$ cat config.mk
export PLATFORM = sky130hd
export DESIGN_NAME = ccr_regs
export DESIGN_NICKNAME = d
export VERILOG_FILES = /design/src/ccr_pkg.sv /design/src/ccr_regs.sv /design/src/ccr_shift.sv /design/src/ccr_sync.sv
export SDC_FILE = /design/constraint.sdc
export NUM_CORES = 1
export LEC_CHECK = 0
export ABC_AREA = 1
export BUFFER_PORTS_ARGS = -buffer_cell sky130_fd_sc_hd__buf_2
export CAP_MARGIN = 25
export CORE_ASPECT_RATIO = 2
export CORE_UTILIZATION = 25
export DETAILED_ROUTE_END_ITERATION = 6
export GPL_ROUTABILITY_DRIVEN = 0
export PLACE_DENSITY_LB_ADDON = 0.12
export SLEW_MARGIN = 0
export SYNTH_ARGS = -nofsm -noshare
export SYNTH_HDL_FRONTEND = slang
export SYNTH_SLANG_ARGS = --single-unit
$ cat constraint.sdc
create_clock -name mclk -period 2.15 [get_ports mclk]
set_input_delay 0.215 -clock mclk [delete_from_list [all_inputs] [get_ports mclk]]
set_output_delay 0.215 -clock mclk [all_outputs]
set_load 0.01 [all_outputs]
$ cat src/ccr_pkg.sv
package ccr_pkg;
  // ==========================================
  // serial word layout
  localparam int CCR_WORD_W = 32;
  localparam int CCR_ADDR_W = 4;
  localparam int CCR_CHANNELS = 5;
  localparam int CCR_PIN_SYNC = 3;
  localparam logic [3:0] CCR_A_CH_LAST = 4'h4;
  localparam logic [3:0] CCR_A_SOFT_RST = 4'h7;
  localparam logic [3:0] CCR_A_TUNE = 4'hA;
  localparam logic [3:0] CCR_A_REF_IN = 4'hB;
  localparam logic [3:0] CCR_A_CLEANER = 4'hC;
  localparam logic [3:0] CCR_A_GLOBAL = 4'hD;
  localparam logic [3:0] CCR_A_SYNTH_REF = 4'hE;
  localparam logic [3:0] CCR_A_SYNTH_FB = 4'hF;
  // ==========================================
  // field positions and widths
  localparam int CCR_SOFT_RST_BIT = 17;
  localparam int CCR_SWING_BIT = 23;
  localparam int CCR_B_STATE_LSB = 21;
  localparam int CCR_A_STATE_LSB = 19;
  localparam int CCR_STATE_W = 2;
  localparam int CCR_ON_BIT = 16;
  localparam int CCR_TUNE_WAIT_BIT = 29;
  localparam int CCR_BUF1_BIT = 11;
  localparam int CCR_BUF0_BIT = 10;
  localparam int CCR_LOS_MIN_LSB = 8;
  localparam int CCR_SIGNAL_LOSS_OUTPUT_TYPE_LSB = 6;
  localparam int CCR_SEL_LSB = 4;
  localparam int CCR_FIELD2_W = 2;
  localparam int CCR_POL_BIT = 31;
  localparam int CCR_CPG_LSB = 28;
  localparam int CCR_CPG_W = 3;
  localparam int CCR_CLR_R_LSB = 16;
  localparam int CCR_CLR_N_LSB = 4;
  localparam int CCR_DIV12_W = 12;
  localparam int CCR_XTAL_BIT = 21;
  localparam int CCR_OSCBUF_BIT = 20;
  localparam int CCR_GLOBAL_BIT = 18;
  localparam int CCR_PDN_BIT = 17;
  localparam int CCR_DBL_BIT = 16;
  localparam int CCR_SFLOAT_BIT = 15;
  localparam int CCR_CFLOAT_BIT = 14;
  localparam int CCR_FREQ_LSB = 21;
  localparam int CCR_FREQ_W = 8;
  localparam int CCR_LDSEL_LSB = 16;
  localparam int CCR_LDSEL_W = 5;
  localparam int CCR_SR_LSB = 4;
  localparam int CCR_SPG_LSB = 26;
  localparam int CCR_ODIV_LSB = 22;
  localparam int CCR_ODIV_W = 4;
  localparam int CCR_SN_LSB = 4;
  localparam int CCR_SN_W = 18;
  // ==========================================
  // power-on field values
  localparam logic [31:0] CCR_ONE = 32'h1;
  localparam int CCR_DEF_CH_ON = 2;
  localparam logic [31:0] CCR_CH_DEF = 32'h0;
  localparam logic [31:0] CCR_CH_CMOS_DEF = CCR_ONE << CCR_A_STATE_LSB;
  localparam logic [31:0] CCR_RES_DEF = 32'h0;
  localparam logic [31:0] CCR_TUNE_DEF = CCR_ONE << CCR_TUNE_WAIT_BIT;
  localparam logic [31:0] CCR_REF_IN_DEF = (CCR_ONE << CCR_BUF1_BIT)
    | (CCR_ONE << CCR_BUF0_BIT) | (CCR_ONE << CCR_LOS_MIN_LSB)
    | (32'h3 << CCR_SIGNAL_LOSS_OUTPUT_TYPE_LSB);
  localparam logic [31:0] CCR_CLEANER_DEF = (CCR_ONE << CCR_POL_BIT)
    | (32'h6 << CCR_CPG_LSB) | (CCR_ONE << CCR_CLR_R_LSB) | (CCR_ONE << CCR_CLR_N_LSB);
  localparam logic [31:0] CCR_GLOBAL_DEF = CCR_ONE << CCR_GLOBAL_BIT;
  localparam logic [31:0] CCR_SYNTH_REF_DEF = (32'hC8 << CCR_FREQ_LSB)
    | (32'h1F << CCR_LDSEL_LSB) | (CCR_ONE << CCR_SR_LSB);
  localparam logic [31:0] CCR_SYNTH_FB_DEF = (32'h2 << CCR_SPG_LSB)
    | (32'h2 << CCR_ODIV_LSB) | (CCR_ONE << CCR_SN_LSB);
  typedef enum logic [1:0] {TUNE_IDLE, TUNE_WAIT, TUNE_RUN} ccr_tune_t;
endpackage

$ cat src/ccr_regs.sv
`timescale 1ns/1ns
module ccr_regs import ccr_pkg::*; #(
  parameter int CHANNELS = CCR_CHANNELS
) (
  input wire logic mclk,
  input wire logic srst,
  input wire logic cfg_clk,
  input wire logic cfg_data,
  input wire logic cfg_latch,
  input wire logic cleaner_locked,
  // ==========================================
  // per-channel fields
  output logic [CHANNELS-1:0] channel_swing_level_select,
  output logic [2*CHANNELS-1:0] channel_second_output_state,
  output logic [2*CHANNELS-1:0] channel_first_output_state,
  output logic [CHANNELS-1:0] channel_output_on,
  output logic [CHANNELS-1:0] channel_drive_on,
  // ==========================================
  // tuning sequencer
  output logic tune_wait_for_ref_lock,
  output logic tune_start,
  output logic tune_waiting,
  // ==========================================
  // reference inputs
  output logic ref_input1_buffer_type,
  output logic ref_input0_buffer_type,
  output logic [1:0] signal_loss_min_freq,
  output logic [1:0] signal_loss_output_type,
  output logic [1:0] reference_source_select,
  output logic select_conflict,
  // ==========================================
  // first loop
  output logic cleaner_pump_polarity,
  output logic [2:0] cleaner_pump_gain,
  output logic [11:0] cleaner_reference_divider,
  output logic [11:0] cleaner_feedback_divider,
  // ==========================================
  // global and power
  output logic synth_reference_doubler_on,
  output logic crystal_support_on,
  output logic osc_buffer_on,
  output logic all_outputs_on,
  output logic power_down,
  output logic synth_pump_float,
  output logic cleaner_pump_float,
  // ==========================================
  // second loop
  output logic [7:0] osc_input_frequency_mhz,
  output logic [4:0] lock_detect_select,
  output logic [11:0] synth_reference_divider,
  output logic [1:0] synth_pump_gain,
  output logic [3:0] osc_output_divider,
  output logic [17:0] synth_feedback_divider
);
  // ==========================================
  // pin synchronisers and serial receiver
  // three stages filter pin glitches at the cost of four cycles of latency
  logic [3:0] pin_level;
  logic wr_stb;
  logic [CCR_WORD_W-1:0] wr_word;

  ccr_sync #(.N(4)) u_sync (
    .mclk(mclk),
    .srst(srst),
    .pin({cleaner_locked, cfg_latch, cfg_data, cfg_clk}),
    .level(pin_level)
  );

  ccr_shift u_shift (
    .mclk(mclk),
    .srst(srst),
    .sclk_level(pin_level[0]),
    .sdata_level(pin_level[1]),
    .latch_level(pin_level[2]),
    .wr_stb(wr_stb),
    .wr_word(wr_word)
  );

  // ==========================================
  // write decode
  wire [CCR_ADDR_W-1:0] wr_addr = wr_word[CCR_ADDR_W-1:0];
  wire [CCR_WORD_W-1:0] wr_value = {wr_word[CCR_WORD_W-1:CCR_ADDR_W], 4'h0};
  wire soft_reset = wr_stb && (wr_addr == CCR_A_SOFT_RST) && wr_word[CCR_SOFT_RST_BIT];
  wire load_defaults = srst | soft_reset;
  wire wr_tune = wr_stb && (wr_addr == CCR_A_TUNE);
  wire wr_ref_in = wr_stb && (wr_addr == CCR_A_REF_IN);
  wire wr_cleaner = wr_stb && (wr_addr == CCR_A_CLEANER);
  wire wr_global = wr_stb && (wr_addr == CCR_A_GLOBAL);
  wire wr_synth_ref = wr_stb && (wr_addr == CCR_A_SYNTH_REF);
  wire wr_synth_fb = wr_stb && (wr_addr == CCR_A_SYNTH_FB);
  // reserved addresses 5, 6, 8, 9 are never decoded, so they keep their contents
  // address 7 is a strobe only; nothing written there is stored
  // bits 3:0 carry the address, so every register stores them as zero

  // ==========================================
  // channel registers
  logic [CCR_WORD_W-1:0] chan_ctrl [0:CHANNELS-1];

  genvar c;
  generate
    for (c = 0; c < CHANNELS; c++) begin : g_chan
      // channels 0 and 4 reset both cmos state fields to zero
      // a channel write replaces the whole word, not single fields
      localparam logic [CCR_WORD_W-1:0] CMOS_BITS =
        (c >= 1 && c <= 3) ? CCR_CH_CMOS_DEF : CCR_CH_DEF;
      localparam logic [CCR_WORD_W-1:0] ON_BITS =
        (c == CCR_DEF_CH_ON) ? (CCR_ONE << CCR_ON_BIT) : CCR_CH_DEF;
      wire wr_this = wr_stb && (wr_addr == 4'(c));

      always_ff @(posedge mclk) begin
        if (load_defaults) begin
          chan_ctrl[c] <= CMOS_BITS | ON_BITS;
        end else if (wr_this) begin
          chan_ctrl[c] <= wr_value;
        end
      end

      assign channel_swing_level_select[c] = chan_ctrl[c][CCR_SWING_BIT];
      assign channel_second_output_state[2*c +: 2] =
        chan_ctrl[c][CCR_B_STATE_LSB +: CCR_STATE_W];
      assign channel_first_output_state[2*c +: 2] =
        chan_ctrl[c][CCR_A_STATE_LSB +: CCR_STATE_W];
      assign channel_output_on[c] = chan_ctrl[c][CCR_ON_BIT];
    end
  endgenerate

  // ==========================================
  // loop, input and global registers
  logic [CCR_WORD_W-1:0] tune_ctrl;
  logic [CCR_WORD_W-1:0] ref_in_ctrl;
  logic [CCR_WORD_W-1:0] cleaner_ctrl;
  logic [CCR_WORD_W-1:0] global_ctrl;
  logic [CCR_WORD_W-1:0] synth_ref_ctrl;
  logic [CCR_WORD_W-1:0] synth_fb_ctrl;

  // ==========================================
  // tuning wait register
  always_ff @(posedge mclk) begin
    if (load_defaults) begin
      tune_ctrl <= CCR_TUNE_DEF;
    end else if (wr_tune) begin
      tune_ctrl <= wr_value;
    end
  end

  // ==========================================
  // reference input register
  always_ff @(posedge mclk) begin
    if (load_defaults) begin
      ref_in_ctrl <= CCR_REF_IN_DEF;
    end else if (wr_ref_in) begin
      ref_in_ctrl <= wr_value;
    end
  end

  // ==========================================
  // first loop register
  always_ff @(posedge mclk) begin
    if (load_defaults) begin
      cleaner_ctrl <= CCR_CLEANER_DEF;
    end else if (wr_cleaner) begin
      cleaner_ctrl <= wr_value;
    end
  end

  // ==========================================
  // global power register
  always_ff @(posedge mclk) begin
    if (load_defaults) begin
      global_ctrl <= CCR_GLOBAL_DEF;
    end else if (wr_global) begin
      global_ctrl <= wr_value;
    end
  end

  // ==========================================
  // second loop reference register
  always_ff @(posedge mclk) begin
    if (load_defaults) begin
      synth_ref_ctrl <= CCR_SYNTH_REF_DEF;
    end else if (wr_synth_ref) begin
      synth_ref_ctrl <= wr_value;
    end
  end

  // ==========================================
  // second loop feedback register
  always_ff @(posedge mclk) begin
    if (load_defaults) begin
      synth_fb_ctrl <= CCR_SYNTH_FB_DEF;
    end else if (wr_synth_fb) begin
      synth_fb_ctrl <= wr_value;
    end
  end

  // ==========================================
  // field outputs
  // every field is a plain slice of its register flop
  assign tune_wait_for_ref_lock =
    tune_ctrl[CCR_TUNE_WAIT_BIT];

  assign ref_input1_buffer_type =
    ref_in_ctrl[CCR_BUF1_BIT];
  assign ref_input0_buffer_type =
    ref_in_ctrl[CCR_BUF0_BIT];
  assign signal_loss_min_freq =
    ref_in_ctrl[CCR_LOS_MIN_LSB +: CCR_FIELD2_W];
  assign signal_loss_output_type =
    ref_in_ctrl[CCR_SIGNAL_LOSS_OUTPUT_TYPE_LSB +: CCR_FIELD2_W];
  assign reference_source_select =
    ref_in_ctrl[CCR_SEL_LSB +: CCR_FIELD2_W];

  assign cleaner_pump_polarity =
    cleaner_ctrl[CCR_POL_BIT];
  assign cleaner_pump_gain =
    cleaner_ctrl[CCR_CPG_LSB +: CCR_CPG_W];
  assign cleaner_reference_divider =
    cleaner_ctrl[CCR_CLR_R_LSB +: CCR_DIV12_W];
  assign cleaner_feedback_divider =
    cleaner_ctrl[CCR_CLR_N_LSB +: CCR_DIV12_W];

  assign synth_reference_doubler_on =
    global_ctrl[CCR_DBL_BIT];
  assign crystal_support_on =
    global_ctrl[CCR_XTAL_BIT];
  assign osc_buffer_on =
    global_ctrl[CCR_OSCBUF_BIT];
  assign all_outputs_on =
    global_ctrl[CCR_GLOBAL_BIT];
  assign power_down =
    global_ctrl[CCR_PDN_BIT];
  assign synth_pump_float =
    global_ctrl[CCR_SFLOAT_BIT];
  assign cleaner_pump_float =
    global_ctrl[CCR_CFLOAT_BIT];

  assign osc_input_frequency_mhz =
    synth_ref_ctrl[CCR_FREQ_LSB +: CCR_FREQ_W];
  assign lock_detect_select =
    synth_ref_ctrl[CCR_LDSEL_LSB +: CCR_LDSEL_W];
  assign synth_reference_divider =
    synth_ref_ctrl[CCR_SR_LSB +: CCR_DIV12_W];

  assign synth_pump_gain =
    synth_fb_ctrl[CCR_SPG_LSB +: CCR_FIELD2_W];
  assign osc_output_divider =
    synth_fb_ctrl[CCR_ODIV_LSB +: CCR_ODIV_W];
  assign synth_feedback_divider =
    synth_fb_ctrl[CCR_SN_LSB +: CCR_SN_W];

  // ==========================================
  // effective channel drive
  // registered so that a write lands on all gates in the same cycle
  wire [CHANNELS-1:0] next_drive_on =
    channel_output_on & {CHANNELS{all_outputs_on & ~power_down}};
  // power down overrides every channel bit, the channel 2 default too

  always_ff @(posedge mclk) begin
    if (srst) begin
      channel_drive_on <= '0;
    end else begin
      channel_drive_on <= next_drive_on;
    end
  end

  // ==========================================
  // host misuse flag: loss type must be 0 with manual select 0 or 1
  // only reported; the written value is kept as the host gave it
  // reset defaults already raise it: select 0 with loss type 3
  wire next_conflict = (reference_source_select < 2'h2)
    && (signal_loss_output_type != 2'h0);

  always_ff @(posedge mclk) begin
    if (srst) begin
      select_conflict <= 1'b0;
    end else begin
      select_conflict <= next_conflict;
    end
  end

  // ==========================================
  // oscillator tuning sequencer
  // a run is requested at reset and on each synth feedback write
  // with the wait bit set, a lock that never comes leaves the sequencer waiting; it has no timeout
  ccr_tune_t tune_state;
  ccr_tune_t next_tune_state;
  wire locked = pin_level[3];
  wire tune_go = ~tune_wait_for_ref_lock | locked;

  always_comb begin
    next_tune_state = tune_state;
    unique case (tune_state)
      TUNE_IDLE: begin
        if (wr_synth_fb) next_tune_state = TUNE_WAIT;
      end
      TUNE_WAIT: begin
        if (tune_go) next_tune_state = TUNE_RUN;
      end
      TUNE_RUN: begin
        next_tune_state = wr_synth_fb ? TUNE_WAIT : TUNE_IDLE;
      end
      default: begin
        next_tune_state = TUNE_WAIT;
      end
    endcase
  end

  always_ff @(posedge mclk) begin
    if (load_defaults) begin
      tune_state <= TUNE_WAIT;
      tune_start <= 1'b0;
      tune_waiting <= 1'b0;
    end else begin
      tune_state <= next_tune_state;
      tune_start <= (next_tune_state == TUNE_RUN);
      tune_waiting <= (next_tune_state == TUNE_WAIT);
    end
  end
endmodule

$ cat src/ccr_shift.sv
`timescale 1ns/1ns
module ccr_shift import ccr_pkg::*; (
  input wire logic mclk,
  input wire logic srst,
  input wire logic sclk_level,
  input wire logic sdata_level,
  input wire logic latch_level,
  output logic wr_stb,
  output logic [CCR_WORD_W-1:0] wr_word
);
  // ==========================================
  // msb first; low nibble of the word is the address
  logic sclk_q;
  logic latch_q;
  logic [CCR_WORD_W-1:0] sr;
  wire sclk_rise = sclk_level & ~sclk_q;
  wire latch_rise = latch_level & ~latch_q;

  always_ff @(posedge mclk) begin
    if (srst) begin
      sclk_q <= 1'b0;
      latch_q <= 1'b0;
      sr <= '0;
      wr_stb <= 1'b0;
      wr_word <= '0;
    end else begin
      sclk_q <= sclk_level;
      latch_q <= latch_level;
      wr_stb <= latch_rise;
      if (sclk_rise) sr <= {sr[CCR_WORD_W-2:0], sdata_level};
      if (latch_rise) wr_word <= sr;
    end
  end
endmodule

$ cat src/ccr_sync.sv
`timescale 1ns/1ns
module ccr_sync import ccr_pkg::*; #(
  parameter int N = 4
) (
  input wire logic mclk,
  input wire logic srst,
  input wire logic [N-1:0] pin,
  output logic [N-1:0] level
);
  // ==========================================
  // three stages; a change counts once stages two and three agree
  logic [N-1:0] s1;
  logic [N-1:0] s2;
  logic [N-1:0] s3;
  genvar i;
  generate
    for (i = 0; i < N; i++) begin : g_bit
      always_ff @(posedge mclk) begin
        if (srst) begin
          s1[i] <= 1'b0;
          s2[i] <= 1'b0;
          s3[i] <= 1'b0;
          level[i] <= 1'b0;
        end else begin
          s1[i] <= pin[i];
          s2[i] <= s1[i];
          s3[i] <= s2[i];
          if (s2[i] == s3[i]) level[i] <= s3[i];
        end
      end
    end
  endgenerate
endmodule
==> results of run 1 <==
[worst reg2reg max path: stages (launching register included)]
cell and delay [ns]:
dfxtp_1 0.44, nand3_2 0.20, o21ai_4 0.23, inv_1 0.23
buf_4 0.24, nand2_1 0.20
[cells by family after synthesis]
logic type | share of synthesized area
AO/OA/AOI/OAI | 0.105
AND/OR/NAND/NOR | 0.226
buffers and inverters | 0.0542
flip-flops | 0.614
[synth_stat cells, drive strengths merged]
cell	n	area [µm²]
a211oi	2	15.0
a21oi	84	420
buf	24	141
clkbuf	28	105
clkinv	1	3.75
dfxtp	186	3720
edfxtp	30	901
inv	42	158
nand2	153	577
nand3	61	305
nand3b	2	15.0
nand4	23	144
nor2	174	658
nor3	1	5.00
o21ai	71	355
[flip-flops by register name, summed over array words and instances, names as in the netlist, 2 cells and up]
signal,flops
u_shift.wr_word,32
channel_drive_on,5
synth_ref_ctrl,25
synth_fb_ctrl,24
u_sync.s2,4
global_ctrl,7
chan_ctrl,30
ref_in_ctrl,8
u_sync.s3,4
u_shift.sr,32
tune_state,2
u_sync.level,4
cleaner_ctrl,28
u_sync.s1,4
[per-stage QoR]
| stage | cell area [µm²] | setup WS [ns] |
|---|---|---|
| after global routing | 9440 | 0.114 |
| after CTS | 9430 | 0.151 |
| after global placement | 8640 | 0.201 |
| final | 9440 | 0.284 |
| after detailed placement | 8640 | 0.156 |
| after floorplan | 7530 | 0.535 |
[layout make-up]
type	instances	share of cell area
repair buffers	164	0.0981
multi-input cells	571	0.266
clock inverters	12	0.0220
inverters	43	0.0171
flip-flops and latches	216	0.490
well taps	364	0.0483
clock buffers	25	0.0583
[power breakdown]
group / leakage [nW] / switching [mW] / internal, mW
Clock: 0.373 / 1.60 / 2.55
Combinational: 1.85 / 0.115 / 0.0500
Sequential: 1.80 / 0.0168 / 4.12
Total: 4.02 / 1.73 / 6.72
[metal layers]
layer  vias to the layer above  GRT usage  wire length, µm
li1                       3169          -                -
met1                      2946      0.164             9050
met2                       147      0.300            13100
met3                        34     0.0205              931
met4                         0     0.0670              808
met5                         -          0                0
[what timing repair did]
item | CTS | global route
endpoints found under the hold margin | 4 | 0
resized for setup | 0 | 3
hold buffers | 4 | 0
buffers inserted | 0 | 0
endpoints found under the setup margin | 0 | 12
[worst max-delay path by stage]
stage | slack (ns) | to
3_5_place_dp | 0.16 | chan_ctrl[0][18]
3_3_place_gp | 0.20 | chan_ctrl[3][19]
4_1_cts | 0.15 | chan_ctrl[1][18]
5_1_grt | 0.11 | chan_ctrl[2][15]
6_report | 0.28 | chan_ctrl[2][19]
2_1_floorplan | 0.53 | chan_ctrl[0][12]
==> results.cfg, run 1 <==
[clocking]
clk_latency_ns = 0.50
cts_tree = done
path_clk_slew_ns = 0.07
clock-sinks = 216
cts_root_buf = clkbuf_16
numCtsBuffers = 21
clock_path_buffers = 3
htreeDepth = 1

[die]
initial_core_util = 0.255
die_area_um2 = 30800
die_h_um = 247
die_w_um = 125
ios = 137
num_rows = 89
coreArea_um2 = 29500

[global_routing]
antenna_found_initial = 0
grt_max_degree = 74
grt_use_total = 0.155
globalRouteOverflowTotal = 0
first_global_vias = 6263
grt_pass1_wl_um = 36600

[sta]
tightest_slew_ns = 1.06
period_needed_ns = 1.87
finalHoldViolCount = 0
finalCritPeriodShare = 0.868
tns_ns = 0
skew_ns = 0.00486
slew-limit-headroom = 0.292
max_freq_ghz = 0.536
slew_violations = 0
setup_violations = 0
rsz0062_at_grt = false
hold_ws_ns = 0.162

[pwr]
power.leakage_nw = 4.02
ir_drop_mv = 0.563
p_total_mw = 8.45
powerDensity_nw_per_um2 = 896

[placement]
numPlacedInstances = 1354
port_buffers = 136
dp_hpwl_um = 16700

[critical_path]
crit_start = u_shift.wr_stb
crit_fanout = 13
critPathBufInv = 2
cp.arrival_ns = 2.05
reg2reg_depth = 5
cp-end-kind = flop
path_delay_family = buffers and inverters
r2r-start = u_shift.wr_stb
cpPeakStageDelay_ns = 0.44
critPathLaunchType = flop
r2r_setup_slack_ns = 0.28
r2r_end = chan_ctrl[2][19]
critPathKind = flop to flop
path_cells = nand3_2 -> o21ai_4 -> inv_1 -> buf_4 -> nand2_1
slowest_stage = dfxtp_1
cp_num_cells = 5
crit_required_ns = 2.34

[detailed_routing]
avgViaCountPerCell = 4.51
wl_per_cell_um = 17.1
drc = 0
first_pass_iters = 5
vias = 6296
detail-route-antenna-nets = 0
finalWirelength_um = 23900
drt_iter0_drc = 393

[cells_and_area]
multi_input_area_um2 = 2510
layout_common_cells = dfxtp_1, nor2_1, nand2_1, buf_2, a21oi_1
drive_gt1_frac = 0.193
final_util = 0.320
register_area_um2 = 4620
fin_cells = 1395
final_common_cell = dfxtp_1
fin_nets = 1023
areaGrowthSynthToFinish_pct = 25.4
antenna_cells = 0
fill_cells = 3136

[synth]
synth_cells = 882
synth_area_per_cell_um2 = 8.53
yosys.cell_types.count = 21
ys.warnings.count = 0
netlist_area_um2 = 7530
synth-seq-cells = 216
synthesis.nets = 888
seq_area_frac_synth = 0.614

[min_path]
hp-start = srst
hold_class = input pin to flop
holdPathStages = 3
min_to = u_sync.s1[0]

[flow_run]
maxCapViolCount = 0

[outcome]
status = completed
Note: power is estimated with default switching activity, not from simulation.
==> run 2, diff against run 1 <==
--- a/config.mk
+++ b/config.mk
@@ -10,6 +10,7 @@
 export CAP_MARGIN = 25
 export CORE_ASPECT_RATIO = 2
 export CORE_UTILIZATION = 25
+export CTS_BUF_LIST = sky130_fd_sc_hd__clkbuf_16
 export DETAILED_ROUTE_END_ITERATION = 6
 export GPL_ROUTABILITY_DRIVEN = 0
 export PLACE_DENSITY_LB_ADDON = 0.12
==> run 2 against run 1 <==
Against the previous run:
- combinational power is essentially flat
- via count shrank 0.13%
- sequential share of layout area increased by 0.052 points
- first-iteration DRC count decreased by 0.25%
- critical endpoint unchanged
- non-clock buffer count stayed put
- highest routed layer unchanged
- final area decreased by 0.11%
- largest power group is now sequential cells
- cell count unchanged
- sequential cell count stayed put
- critical path depth is the same
- count of clock-buffer cells in the layout is 4 lower
==> results.cfg, run 2 (synthesized netlist as in run 1, its figures left out) <==
[outcome]
status = completed

[clocking]
clock_path_buffers = 3
clk_latency_ns = 0.50
cts_tree = done
clock-sinks = 216
path_clk_slew_ns = 0.07
numCtsBuffers = 21
htreeDepth = 1
cts_root_buf = clkbuf_16

[detailed_routing]
finalWirelength_um = 23800
detail-route-antenna-nets = 0
drc = 0
wl_per_cell_um = 17.1
vias = 6288
first_pass_iters = 5
avgViaCountPerCell = 4.51
drt_iter0_drc = 392

[sta]
tns_ns = 0
max_freq_ghz = 0.536
finalHoldViolCount = 0
tightest_slew_ns = 1.06
setup_violations = 0
skew_ns = 0.00494
period_needed_ns = 1.87
slew-limit-headroom = 0.294
slew_violations = 0
rsz0062_at_grt = false
finalCritPeriodShare = 0.868

[cells_and_area]
final_util = 0.320
fill_cells = 3138
reg_top3 = u_shift.sr: 32 flops, u_shift.wr_word: 32 flops, chan_ctrl: 30 flops
drive_gt1_frac = 0.192
fin_cells = 1395
fin_nets = 1023
areaGrowthSynthToFinish_pct = 25.3
antenna_cells = 0
layout_common_cells = dfxtp_1, nor2_1, nand2_1, buf_2, a21oi_1
final_area_um2 = 9430
final_common_cell = dfxtp_1

[global_routing]
grt_pass1_wl_um = 36600
first_global_vias = 6259
grt_max_degree = 74
globalRouteOverflowTotal = 0
grt_use_total = 0.155
antenna_found_initial = 0

[critical_path]
cp-end-kind = flop
crit_start = u_shift.wr_stb
crit_fanout = 13
crit_required_ns = 2.34
critPathLaunchType = flop
r2r_end = chan_ctrl[2][19]
cp.arrival_ns = 2.05
reg2reg_depth = 5
r2r_setup_slack_ns = 0.28
endpoint = chan_ctrl[2][19]
critPathKind = flop to flop
r2r-start = u_shift.wr_stb

[pwr]
power.leakage_nw = 4.03
ir_drop_mv = 0.563
powerDensity_nw_per_um2 = 891
p_total_mw = 8.40

[die]
ios = 137
num_rows = 89
die_area_um2 = 30800
die_h_um = 247
coreArea_um2 = 29500
initial_core_util = 0.255
die_w_um = 125

[placement]
numPlacedInstances = 1354
placed_area_um2 = 8640
dp_hpwl_um = 16700
port_buffers = 136

[min_path]
hold_class = input pin to flop

[flow_run]
maxCapViolCount = 0
==> run 2: changes by cell type in the layout (fill, tap and decap cells not counted) <==
cell and delta:
clkbuf_1 -3, clkinv_1 +1, inv_1 +3, clkbuf_8 -1
==> run 2: stage by stage <==
stage                     hold WS (ns)  setup WS, ns
after global routing             0.193         0.114
after CTS                        0.166         0.151
final                            0.162         0.284
after detailed placement         0.395         0.156
after global placement           0.392         0.201
after floorplan                  0.322         0.535
==> run 2: power breakdown <==
group          total (mW)  internal [mW]  switching (mW)  leakage [nW]
clock                4.10           2.50            1.60         0.380
combinational       0.165         0.0500           0.115          1.85
sequential           4.14           4.12          0.0168          1.80
total                8.40           6.67            1.74          4.03
==> run 2: worst min-delay path by stage <==
stage | startpoint | endpoint | slack (ns) | cells past startpoint
after floorplan | cfg_clk | u_sync.s1[0] | 0.32 | 2
after global placement | u_sync.s1[0] | u_sync.s2[0] | 0.39 | 2
after detailed placement | u_sync.s1[2] | u_sync.s2[2] | 0.39 | 2
after CTS | srst | u_sync.s1[0] | 0.17 | 3
after global routing | srst | select_conflict | 0.19 | 3
final | srst | select_conflict | 0.16 | 3
==> run 2: repair_timing <==
item,in CTS,in global routing
hold buffers,4,0
endpoints found under the hold margin,4,0
endpoints found under the setup margin,0,12
resized for setup,0,3
setup buffers,0,0
==> run 2: cell type report <==
type / count / area, µm² / share of cell area
well taps: 364 / 455 / 0.0483
flip-flops and latches: 216 / 4620 / 0.490
multi-input cells: 571 / 2510 / 0.267
inverters: 43 / 161 / 0.0171
repair buffers: 164 / 926 / 0.0982
clock buffers: 21 / 526 / 0.0557
clock inverters: 16 / 223 / 0.0236
==> run 2: per-layer routing <==
layer  share of wire  vias to the layer above  track usage
met2            0.55                      141        0.300
met1            0.38                     2943        0.164
li1                -                     3170            -
met5               0                        -            0
met3           0.039                       34       0.0205
met4           0.034                        0       0.0670
==> run 2: worst max-delay path, cell delays in order (launching register included) <==
cell and delay (ns):
dfxtp_1 0.44, nand3_2 0.20, o21ai_4 0.23, inv_1 0.23, buf_4 0.24, nand2_1 0.20
==> run 3, diff against run 2 <==
--- a/config.mk
+++ b/config.mk
@@ -14,6 +14,7 @@
 export DETAILED_ROUTE_END_ITERATION = 6
 export GPL_ROUTABILITY_DRIVEN = 0
 export PLACE_DENSITY_LB_ADDON = 0.12
+export RECOVER_POWER = 50
 export SLEW_MARGIN = 0
 export SYNTH_ARGS = -nofsm -noshare
 export SYNTH_HDL_FRONTEND = slang
==> run 3 against run 2 <==
Against the previous run:
- total power about the same
- count of clock-buffer cells in the layout unchanged
- critical endpoint unchanged
- highest routed layer unchanged
- global-route usage unchanged
- critical path type unchanged
- non-clock buffer count unchanged
- largest cell class unchanged
==> results.cfg, run 3 (synthesized netlist as in run 1, its figures left out) <==
[cells_and_area]
final_util = 0.314
reg_top3 = u_shift.sr: 32 flops, u_shift.wr_word: 32 flops, chan_ctrl: 30 flops
fin_nets = 1023
drive_gt1_frac = 0.0630
layout_common_cells = dfxtp_1, nor2_1, nand2_1, clkbuf_1, a21oi_1
antenna_cells = 0
areaGrowthSynthToFinish_pct = 23.0
final_common_cell = dfxtp_1

[detailed_routing]
first_pass_iters = 6
drc = 0
vias = 6237
avgViaCountPerCell = 4.47
drt_iter0_drc = 418
finalWirelength_um = 24000
detail-route-antenna-nets = 0
wl_per_cell_um = 17.2

[critical_path]
critPathBufInv = 2
r2r-start = u_shift.wr_stb
crit_start = u_shift.wr_stb
cp-end-kind = flop
crit_required_ns = 2.34
cp.arrival_ns = 2.06
crit_fanout = 13
path_cells = nand3_2 -> o21ai_4 -> inv_1 -> buf_4 -> nand2_1
slowest_stage = dfxtp_1
critPathLaunchType = flop
critPathKind = flop to flop
path_delay_family = buffers and inverters
cpPeakStageDelay_ns = 0.44

[clocking]
clock-sinks = 216
clock_path_buffers = 3
cts_tree = done
clk_latency_ns = 0.50
post_cts_buffers = 0
numCtsBuffers = 21
htreeDepth = 1
path_clk_slew_ns = 0.07
cts_root_buf = clkbuf_16

[global_routing]
antenna_found_initial = 0
grt_pass1_wl_um = 36600
first_global_vias = 6259
grt_use_total = 0.155
grt_max_degree = 74
globalRouteOverflowTotal = 0

[sta]
finalCritPeriodShare = 0.869
rsz0062_at_grt = false
tns_ns = 0
slew-limit-headroom = 0.307
tightest_slew_ns = 1.04
period_needed_ns = 1.87
max_freq_ghz = 0.535
finalHoldViolCount = 0
slew_violations = 0
skew_ns = 0.00574
setup_violations = 0

[die]
ios = 137
die_h_um = 247
die_area_um2 = 30800
coreArea_um2 = 29500
num_rows = 89
die_w_um = 125
initial_core_util = 0.255

[pwr]
ir_drop_mv = 0.564
powerDensity_nw_per_um2 = 908
power.leakage_nw = 3.57
p_total_mw = 8.40

[flow_run]
maxCapViolCount = 0

[placement]
dp_hpwl_um = 16700
port_buffers = 136

[min_path]
hp-start = srst
hold_class = input pin to flop

[outcome]
status = completed
## run 3: changes by cell type in the layout (fill, tap and decap cells not counted)
| cell | previous run | this run |
|---|---|---|
| buf_2 | 136 | 4 |
| buf_4 | 22 | 19 |
| inv_2 | 1 | 0 |
| clkbuf_1 | 0 | 132 |
| inv_1 | 44 | 45 |
| clkbuf_2 | 0 | 3 |
## run 3: final cells by class
cell class              instances  area (µm²)
inverters                      43         161
flip-flops and latches        216        4620
clock buffers                  21         526
fillers                      3208       20300
multi-input cells             571        2510
well taps                     364         455
clock inverters                16         223
repair buffers                164         753
## run 3: final timing paths
path,endpoint,cells past startpoint,slack (ns)
max,chan_ctrl[2][19],5,0.28
min,u_sync.s1[0],3,0.16
max reg2reg,chan_ctrl[2][19],5,0.28
min reg2reg,u_sync.s2[3],2,0.40
## run 3: worst register-to-register path, stage by stage (launching register included)
cell and delay [ns]:
dfxtp_1 0.44, nand3_2 0.21, o21ai_4 0.23, inv_1 0.24, buf_4 0.24, nand2_1 0.20
## run 3: power breakdown
part | internal [mW] | switching (mW) | leakage [nW]
logic | 0.0426 | 0.115 | 1.39
registers | 4.12 | 0.0178 | 1.80
clock network | 2.50 | 1.61 | 0.380
total | 6.66 | 1.74 | 3.57
## run 3: routing by layer
layer | track usage | vias to the layer above | share of wire
li1 | - | 3166 | -
met1 | 0.164 | 2912 | 0.39
met2 | 0.300 | 125 | 0.54
met3 | 0.0205 | 34 | 0.037
met4 | 0.0670 | 0 | 0.032
met5 | 0 | - | 0
## run 3: repair_timing
| item | in CTS | in global routing |
|---|---|---|
| hold endpoints to repair | 4 | 0 |
| hold buffers | 4 | 0 |
| gates resized for setup | 0 | 3 |
| endpoints found under the setup margin | 0 | 12 |
## run 3: stage by stage
stage | area [µm²] | hold WS, ns | std cells | setup WS [ns]
finish | 9260 | 0.158 | 1395 | 0.281
global route | 9260 | 0.193 | 1395 | 0.114
CTS | 9420 | 0.166 | 1395 | 0.151
detailed placement | 8640 | 0.395 | 1354 | 0.156
global placement | 8640 | 0.392 | 1354 | 0.201
floorplan | 7530 | 0.322 | 882 | 0.535
